`config.mk`:
```
export PLATFORM = sky130hd
export DESIGN_NAME = rscl_loader
export DESIGN_NICKNAME = d
export VERILOG_FILES = /design/src/rscl_pkg.sv /design/src/rscl_sync.sv /design/src/rscl_loader.sv
export VERILOG_INCLUDE_DIRS = /design/src /design/src/src
export SDC_FILE = /design/constraint.sdc
export NUM_CORES = 1
export LEC_CHECK = 0
export BUFFER_PORTS_ARGS = -buffer_cell sky130_fd_sc_hd__buf_4
export CAP_MARGIN = 5
export CORE_ASPECT_RATIO = 1.2
export CORE_MARGIN = 1
export CORE_UTILIZATION = 50
export CTS_CLUSTER_DIAMETER = 80
export DETAILED_ROUTE_END_ITERATION = 10
export PLACE_DENSITY = 0.71
export SYNTH_ARGS = -nofsm -noshare
export SYNTH_HDL_FRONTEND = slang
export SYNTH_SLANG_ARGS = --single-unit
```
`constraint.sdc`:
```
create_clock -name clk_i -period 2.7 [get_ports clk_i]
set_input_delay 0.135 -clock clk_i [delete_from_list [all_inputs] [get_ports clk_i]]
set_output_delay 0.135 -clock clk_i [all_outputs]
set_load 0.02 [all_outputs]
```
`src/rscl_defs.svh`:
```
// Constants for the startup configuration loader
`ifndef RSCL_DEFS_SVH
`define RSCL_DEFS_SVH
`define RSCL_BIT_XSEL_LO 0
`define RSCL_BIT_XSEL_HI 1
`define RSCL_BIT_RESV_A 2
`define RSCL_BIT_POL_SQ 3
`define RSCL_BIT_RESV_B 4
`define RSCL_BIT_TXR_N 5
`define RSCL_BIT_COLL_SEL 6
`define RSCL_BIT_DISP_MAX 7
`define RSCL_CFG_RESET 8'h34
`define RSCL_COLL_LIMIT_0 6'h3f
`define RSCL_COLL_LIMIT_1 6'h1f
`define RSCL_TEST_TIME_MS 1000
`define RSCL_CLK_KHZ 20000
`define RSCL_TEST_CYCLES (`RSCL_TEST_TIME_MS * `RSCL_CLK_KHZ)
`endif

```
`src/rscl_pkg.sv`:
```
// Types for the startup configuration loader
package rscl_pkg;
  typedef enum logic [1:0] {
    RSCL_HOLD = 2'b00,
    RSCL_TEST = 2'b01,
    RSCL_RUN = 2'b10
  } rscl_state_type;
  typedef enum logic [1:0] {
    RSCL_PIN_CFG = 2'b00,
    RSCL_PIN_DISPLAY = 2'b01,
    RSCL_PIN_CPU = 2'b10
  } rscl_pin_use_type;
endpackage : rscl_pkg

```
`src/rscl_sync.sv`:
```
// Two-stage synchroniser for a pin level
`timescale 1ns/10ps
`default_nettype none
module rscl_sync #(
  parameter int WIDTH = 1,
  parameter logic [WIDTH-1:0] INIT = '0
) (
  input wire logic clk_i,
  input wire logic rst_i,
  input wire logic [WIDTH-1:0] d_i,
  output logic [WIDTH-1:0] q_o
);
  logic [WIDTH-1:0] s1_r;
  logic [WIDTH-1:0] s2_r;
  // First stage feeds only the second stage
  always_ff @(posedge clk_i or posedge rst_i) begin
    if (rst_i) begin
      s1_r <= INIT;
      s2_r <= INIT;
    end else begin
      s1_r <= d_i;
      s2_r <= s1_r;
    end
  end
  assign q_o = s2_r;
endmodule : rscl_sync
`default_nettype wire

```
`src/rscl_loader.sv`:
```
// Startup configuration capture, reset hold and display test timer
//
// How it works
// RULE_01: Pins shared by load, display, processor use
// RULE_02: Load input low holds timers in reset
// RULE_03: Load rising edge captures data pins
// RULE_04: Without processor, pull resistors set pins
// RULE_05: With processor, decoded write strobe loads
// RULE_06: Two select bits map ports two-seven
// RULE_07: Bit set enables polarity squelch switching
// RULE_08: Bit clear applies transmit-only restriction
// RULE_09: Collision limit 63 or 31
// RULE_10: Display bit picks minimum or maximum
// RULE_11: Reserved bit positions must be one
// RULE_12: One second display test, no repetition
`timescale 1ns/10ps
`default_nettype none
`include "rscl_defs.svh"
module rscl_loader #(
  parameter int TEST_CYCLES = `RSCL_TEST_CYCLES
) (
  input wire logic clk_i,
  input wire logic rst_i,
  input wire logic config_load_reset_n_i,
  input wire logic [7:0] data_pins_i,
  input wire logic display_busy_i,
  input wire logic cpu_access_i,
  output logic core_reset_o,
  output logic repeat_enable_o,
  output logic led_test_o,
  output logic [5:0] port_internal_o,
  output logic polarity_squelch_switch_en_o,
  output logic transmit_only_partition_n_o,
  output logic [5:0] collision_limit_o,
  output logic display_max_mode_o,
  output logic config_error_o,
  output logic [7:0] startup_configuration_o,
  output logic [1:0] pin_use_o
);
  //////////////////////////////////////////////////////////////////////
  // Pin synchronisers; data pins settle before the strobe rises
  logic load_n_s;
  logic [7:0] data_s;
  rscl_sync #(.WIDTH(1), .INIT(1'b0)) u_sync_load (
    .clk_i(clk_i),
    .rst_i(rst_i),
    .d_i(config_load_reset_n_i),
    .q_o(load_n_s)
  );
  rscl_sync #(.WIDTH(8), .INIT(8'h00)) u_sync_data (
    .clk_i(clk_i),
    .rst_i(rst_i),
    .d_i(data_pins_i),
    .q_o(data_s)
  );
  //////////////////////////////////////////////////////////////////////
  // State and configuration
  rscl_pkg::rscl_state_type state_r, state_nxt;
  logic load_n_d_r, load_n_d_nxt;
  logic [7:0] cfg_r, cfg_nxt;
  logic [31:0] cnt_r, cnt_nxt;
  logic rise;
  assign rise = load_n_s & ~load_n_d_r;
  // Next-state: low load input forces hold, edge captures config
  always_comb begin
    state_nxt = state_r;
    cfg_nxt = cfg_r;
    cnt_nxt = cnt_r;
    load_n_d_nxt = load_n_s;
    if (!load_n_s) begin
      state_nxt = rscl_pkg::RSCL_HOLD; // see RULE_02
      cnt_nxt = '0;
    end else if (rise) begin
      // Pin level captured by resistors or write strobe; see RULE_04
      cfg_nxt = data_s; // see RULE_03 see RULE_05
      state_nxt = rscl_pkg::RSCL_TEST; // see RULE_12
      cnt_nxt = '0;
    end else begin
      case (state_r)
        rscl_pkg::RSCL_HOLD: begin
          state_nxt = rscl_pkg::RSCL_HOLD;
        end
        rscl_pkg::RSCL_TEST: begin
          if (cnt_r >= 32'(TEST_CYCLES - 1)) begin
            state_nxt = rscl_pkg::RSCL_RUN; // see RULE_12
          end else begin
            cnt_nxt = cnt_r + 32'd1;
          end
        end
        rscl_pkg::RSCL_RUN: begin
          state_nxt = rscl_pkg::RSCL_RUN;
        end
        default: begin
          state_nxt = rscl_pkg::RSCL_HOLD;
        end
      endcase
    end
  end
  // Pure registers
  always_ff @(posedge clk_i or posedge rst_i) begin
    if (rst_i) begin
      state_r <= rscl_pkg::RSCL_HOLD;
      cfg_r <= `RSCL_CFG_RESET;
      cnt_r <= '0;
      load_n_d_r <= 1'b0;
    end else begin
      state_r <= state_nxt;
      cfg_r <= cfg_nxt;
      cnt_r <= cnt_nxt;
      load_n_d_r <= load_n_d_nxt;
    end
  end
  //////////////////////////////////////////////////////////////////////
  // Decoded outputs, all registered
  logic [5:0] int_nxt;
  logic [1:0] xsel;
  logic [1:0] use_nxt;
  assign xsel = {cfg_nxt[`RSCL_BIT_XSEL_HI], cfg_nxt[`RSCL_BIT_XSEL_LO]};
  // Bit k of the map is port k+2; internal when high
  always_comb begin
    case (xsel)
      2'b00: int_nxt = 6'h00; // see RULE_06
      2'b01: int_nxt = 6'h3c; // see RULE_06
      2'b10: int_nxt = 6'h30; // see RULE_06
      default: int_nxt = 6'h3f; // see RULE_06
    endcase
  end
  // Pin owner; configuration owns pins while load input is low
  always_comb begin
    if (state_nxt == rscl_pkg::RSCL_HOLD) begin
      use_nxt = rscl_pkg::RSCL_PIN_CFG; // see RULE_01
    end else if (cpu_access_i && !display_busy_i) begin
      use_nxt = rscl_pkg::RSCL_PIN_CPU; // see RULE_01
    end else begin
      use_nxt = rscl_pkg::RSCL_PIN_DISPLAY; // see RULE_01
    end
  end
  always_ff @(posedge clk_i or posedge rst_i) begin
    if (rst_i) begin
      core_reset_o <= 1'b1;
      repeat_enable_o <= 1'b0;
      led_test_o <= 1'b0;
      port_internal_o <= 6'h00;
      polarity_squelch_switch_en_o <= 1'b0;
      // Follows the reset byte, restriction off, so checks agree at release
      transmit_only_partition_n_o <= 1'b1;
      collision_limit_o <= `RSCL_COLL_LIMIT_0;
      display_max_mode_o <= 1'b0;
      config_error_o <= 1'b0;
      startup_configuration_o <= `RSCL_CFG_RESET;
      pin_use_o <= rscl_pkg::RSCL_PIN_CFG;
    end else begin
      core_reset_o <= (state_nxt == rscl_pkg::RSCL_HOLD); // see RULE_02
      repeat_enable_o <= (state_nxt == rscl_pkg::RSCL_RUN); // see RULE_12
      led_test_o <= (state_nxt == rscl_pkg::RSCL_TEST); // see RULE_12
      port_internal_o <= int_nxt;
      polarity_squelch_switch_en_o <= cfg_nxt[`RSCL_BIT_POL_SQ]; // see RULE_07
      transmit_only_partition_n_o <= cfg_nxt[`RSCL_BIT_TXR_N]; // see RULE_08
      collision_limit_o <= cfg_nxt[`RSCL_BIT_COLL_SEL] ?
        `RSCL_COLL_LIMIT_1 : `RSCL_COLL_LIMIT_0; // see RULE_09
      display_max_mode_o <= cfg_nxt[`RSCL_BIT_DISP_MAX]; // see RULE_10
      // Flag reserved zeros; hardware still runs, see RULE_11
      config_error_o <= ~(cfg_nxt[`RSCL_BIT_RESV_A] &
        cfg_nxt[`RSCL_BIT_RESV_B]);
      startup_configuration_o <= cfg_nxt;
      pin_use_o <= use_nxt;
    end
  end
  //////////////////////////////////////////////////////////////////////
  // Checks
  logic [1:0] xsel_o;
  assign xsel_o = {startup_configuration_o[`RSCL_BIT_XSEL_HI],
    startup_configuration_o[`RSCL_BIT_XSEL_LO]};
  property p_hold_reset;
    @(posedge clk_i) disable iff (rst_i)
      !load_n_s |=> core_reset_o && !repeat_enable_o;
  endproperty
  a_hold_reset: assert property (p_hold_reset) // see RULE_02
    else $error("core not held in reset while load low");
  property p_capture;
    @(posedge clk_i) disable iff (rst_i)
      rise |=> startup_configuration_o == $past(data_s);
  endproperty
  a_capture: assert property (p_capture) // see RULE_03
    else $error("config not captured on load edge");
  property p_map;
    @(posedge clk_i) disable iff (rst_i)
      port_internal_o == (xsel_o == 2'b00 ? 6'h00 : xsel_o == 2'b01 ?
        6'h3c : xsel_o == 2'b10 ? 6'h30 : 6'h3f);
  endproperty
  a_map: assert property (p_map) // see RULE_06
    else $error("port map wrong");
  property p_pol;
    @(posedge clk_i) disable iff (rst_i)
      polarity_squelch_switch_en_o ==
        startup_configuration_o[`RSCL_BIT_POL_SQ];
  endproperty
  a_pol: assert property (p_pol) // see RULE_07
    else $error("polarity switch bit wrong");
  property p_tx_restrict;
    @(posedge clk_i) disable iff (rst_i)
      transmit_only_partition_n_o ==
        startup_configuration_o[`RSCL_BIT_TXR_N];
  endproperty
  a_tx_restrict: assert property (p_tx_restrict) // see RULE_08
    else $error("transmit-only bit wrong");
  property p_coll;
    @(posedge clk_i) disable iff (rst_i)
      collision_limit_o == (startup_configuration_o[`RSCL_BIT_COLL_SEL] ?
        6'd31 : 6'd63);
  endproperty
  a_coll: assert property (p_coll) // see RULE_09
    else $error("collision limit wrong");
  property p_disp;
    @(posedge clk_i) disable iff (rst_i)
      display_max_mode_o == startup_configuration_o[`RSCL_BIT_DISP_MAX];
  endproperty
  a_disp: assert property (p_disp) // see RULE_10
    else $error("display mode wrong");
  property p_test;
    @(posedge clk_i) disable iff (rst_i)
      rise |=> led_test_o && !repeat_enable_o;
  endproperty
  a_test: assert property (p_test) // see RULE_12
    else $error("led test not started on load edge");
  property p_no_rep;
    @(posedge clk_i) disable iff (rst_i)
      led_test_o |-> !repeat_enable_o && !core_reset_o;
  endproperty
  a_no_rep: assert property (p_no_rep) // see RULE_12
    else $error("repetition during led test");
  property p_pins;
    @(posedge clk_i) disable iff (rst_i)
      core_reset_o |-> pin_use_o == rscl_pkg::RSCL_PIN_CFG;
  endproperty
  a_pins: assert property (p_pins) // see RULE_01
    else $error("pins not in config use during load");
  c_load: cover property (@(posedge clk_i) disable iff (rst_i) rise);
  c_run: cover property (@(posedge clk_i) disable iff (rst_i)
    led_test_o ##1 repeat_enable_o);
  c_bad: cover property (@(posedge clk_i) disable iff (rst_i)
    config_error_o);
endmodule : rscl_loader
`default_nettype wire

```
==> results_dict.tcl <==
set metrics [dict create \
    critical_path_class "flop to flop" \
    tightest_slew_ps 657 \
    hp-class "input port to flop" \
    drtAntennaViolNets 0 \
    synth_compound_area_frac 0.128 \
    avgSynthCellArea_um2 11.1 \
    crit_start "cnt_r[8]" \
    grt_pass1_vias 1962 \
    ir_drop_v 0.000369 \
    slew_violations 0 \
    seq_area_frac_synth 0.593 \
    maxUsedRoutingLayer "met4" \
    grtUsageTotal 0.196 \
    drc 0 \
    endpoint_kind "flop" \
    area_delta_synth_final_pct 21.7 \
    synthSimpleGateAreaFrac 0.174 \
    totalWireLength_mm 5.44 \
    synth_cell_types 43 \
    p_leak_nw 1.63 \
    postCtsSetupRepairBufs 0 \
    overflow 0 \
    setup_violations 0 \
    cts_root_buffer "clkbuf_8" \
    numCtsBuffers 9 \
    antenna_cells 0 \
    ff_latch_area_um2 1760 \
    cts_max_path_buffers 2 \
    yosys.area_share.xor_xnor 0.00295 \
    synth-seq-cells 70 \
    wl_met3_um 196 \
    r2r_cells 6 \
    core_um2 5670 \
    muxShareOfSynthArea 0.0291 \
    synth_flop_cell "dfrtp_1" \
    ctsResizeCount 0 \
    drive_gt1_frac 0.223 \
    place.gp.congestion 0.851 \
    synth_edf_count 0 \
    synth_cells 266 \
    final_nets 329 \
    cts.sinks 70 \
    timing.fmax_mhz 392 \
    final_area_um2 3610 \
    dieArea_um2 6240 \
    met1Wirelength_mm 2.43 \
    hpwl_mm 3.74 \
    multiInputGateArea_um2 1050 \
    cp.required_ps 2950 \
    r2r_setup_slack_ps 150 \
    r2r_start "cnt_r[8]" \
    synthAdderAreaFrac 0.0127 \
    async_reset_ff_frac 1.00 \
    dr_wl_met2_mm 2.75 \
    grt_max_degree 36 \
    io_buffers 36 \
    p_per_area_nw_per_um2 645 \
    rsz0062_at_grt "no" \
    synth.cell_area_um2 2960 \
    setup_tns_ps 0 \
    dr.pass1.iters 4 \
    htreeDepth 3 \
    cp_max_fo 10 \
    clk_pin_slew_worst_paths_ps 80 \
    start_util 0.523 \
    boundaryPins 42 \
    min_period_over_period 0.944 \
    timing.rr.end "cnt_r[10]" \
    via_per_inst 5.37 \
    dpl_cell_area_um2 3280 \
    maxCapViolations 0 \
    cts_tree "yes" \
    max_slew_margin 0.558 \
    status "complete, no violations" \
    clock_latency_ps 340 \
    post_drt_wl_per_cell_um 13.7 \
    drtIter0Drc 132 \
    num_rows 30 \
    grt_antenna_before_repair 0 \
    nFillCells 443 \
    worstPathArrival_ps 2800 \
    dieHeight_um 86.3 \
    vias 2139 \
    period_needed_ps 2550 \
    grt_pass1_wl_mm 9.28 \
    yosysWarnings 0 \
    cp-start-kind "flop" \
    synth_top_family_by_area "simple AND/OR/NAND/NOR gates" \
    die_x_um 72.3 \
    hold_buffers 10 \
    hold_viol_final 0 \
    crit_end "cnt_r[10]" \
    clock_skew_ps 9.38 \
]
metrics by stage:
| step | hold WS (ps) | worst slack (ps) | power, mW | cells | util |
|---|---|---|---|---|---|
| floorplan | 166 | 385 | 1.30 | 270 | - |
| global placement | 181 | 247 | 1.38 | 372 | 0.579 |
| detailed placement | 187 | 178 | 1.39 | 372 | 0.579 |
| CTS | 49.9 | 151 | 2.35 | 398 | 0.637 |
| global route | 66.1 | 2.40 | 2.43 | 398 | 0.637 |
| finish | 61.0 | 151 | 2.33 | 398 | 0.637 |
power by group:
part	total [mW]	internal, mW	switching [mW]
logic	0.251	0.107	0.144
registers	1.12	1.10	0.0243
clock network	0.952	0.531	0.421
total	2.33	1.74	0.590
final cells by class:
| type | instances | share of cell area |
|---|---|---|
| Sequential cell | 70 | 0.487 |
| Multi-Input combinational cell | 168 | 0.290 |
| Timing Repair Buffer | 53 | 0.121 |
| Clock buffer | 9 | 0.0343 |
| Clock inverter | 7 | 0.0284 |
| Tap cell | 80 | 0.0277 |
| Inverter | 11 | 0.0114 |
state kept, by name, summed over array words and instances (netlist names), 2 cells and up:
register / cells
cnt_r: 32
pin_use_o: 2
port_internal_o: 3
startup_configuration_o: 6
state_r: 2
u_sync_data.q_o: 8
u_sync_data.s1_r: 8
worst min-delay path by stage:
stage | from | to | slack (ps) | cells past startpoint
after detailed placement | rst_i | port_internal_o[3] | 190 | 2
after CTS | display_busy_i | pin_use_o[1] | 50 | 3
after floorplan | data_pins_i[0] | u_sync_data.s1_r[0] | 170 | 0
final | display_busy_i | pin_use_o[0] | 60 | 3
after global placement | rst_i | u_sync_data.s1_r[0] | 180 | 2
after global routing | display_busy_i | pin_use_o[1] | 70 | 3
layout by cell type, fill, tap and decap left out, drive strengths merged, types with 2 or more instances in the layout:
| cell type | instances |
|---|---|
| dfrtp | 65 |
| nand4b | 2 |
| o21ai | 14 |
| dlygate4sd3 | 10 |
| a311o | 2 |
| dfstp | 5 |
| and2 | 4 |
| or4 | 8 |
| or3 | 13 |
| inv | 14 |
| nand3 | 11 |
| ha | 3 |
| mux2i | 3 |
| mux2 | 5 |
| o31a | 2 |
| bufinv | 2 |
| clkbuf | 9 |
| o21a | 3 |
| nor3 | 4 |
| nand2 | 18 |
| nor2 | 7 |
| nand4 | 4 |
| nor4 | 3 |
| nor2b | 2 |
| a311oi | 2 |
| conb | 5 |
| and3 | 9 |
| a41oi | 2 |
| and4 | 5 |
| o31ai | 6 |
| a21oi | 22 |
| buf | 43 |
kinds of logic after synthesis:
family                     count (synthesis)
and+or+nand+nor                           91
adders and majority gates                  3
xor gates and xnor gates                   1
muxes                                      8
AOI/OAI and AO/OA                         60
other                                      1
buffers and inverters                     32
DFF                                       70
critical path: stages (launching register included):
cell and delay, ps:
dfrtp_1 430, or4_1 530, a221o_1 330, a311o_1 360, buf_4 190, or4_1 460, a21oi_1 160
Yosys cell counts, drive strengths merged (3+ instances only):
| cell type | count | area (µm²) |
|---|---|---|
| nand3 | 11 | 55.1 |
| a21oi | 22 | 110 |
| ha | 3 | 37.5 |
| o31ai | 6 | 45.0 |
| nor2 | 7 | 26.3 |
| clkbuf | 6 | 22.5 |
| mux2 | 5 | 56.3 |
| mux2i | 3 | 30.0 |
| and3 | 9 | 56.3 |
| nor3 | 4 | 20.0 |
| inv | 11 | 41.3 |
| and4 | 5 | 43.8 |
| buf | 15 | 110 |
| and2 | 4 | 25.0 |
| nand4 | 4 | 25.0 |
| dfstp | 5 | 131 |
| or3 | 13 | 81.3 |
| dfrtp | 65 | 1630 |
| nor4 | 3 | 18.8 |
| or4 | 8 | 60.1 |
| o21ai | 14 | 70.1 |
| o21a | 3 | 22.5 |
| nand2 | 18 | 67.6 |
per-layer routing:
layer	up-vias	global-route usage
li1	1055	-
met1	1043	0.260
met2	36	0.298
met3	5	0.0500
met4	0	0.0980
met5	-	0
Power figures use the tool's default switching activity.
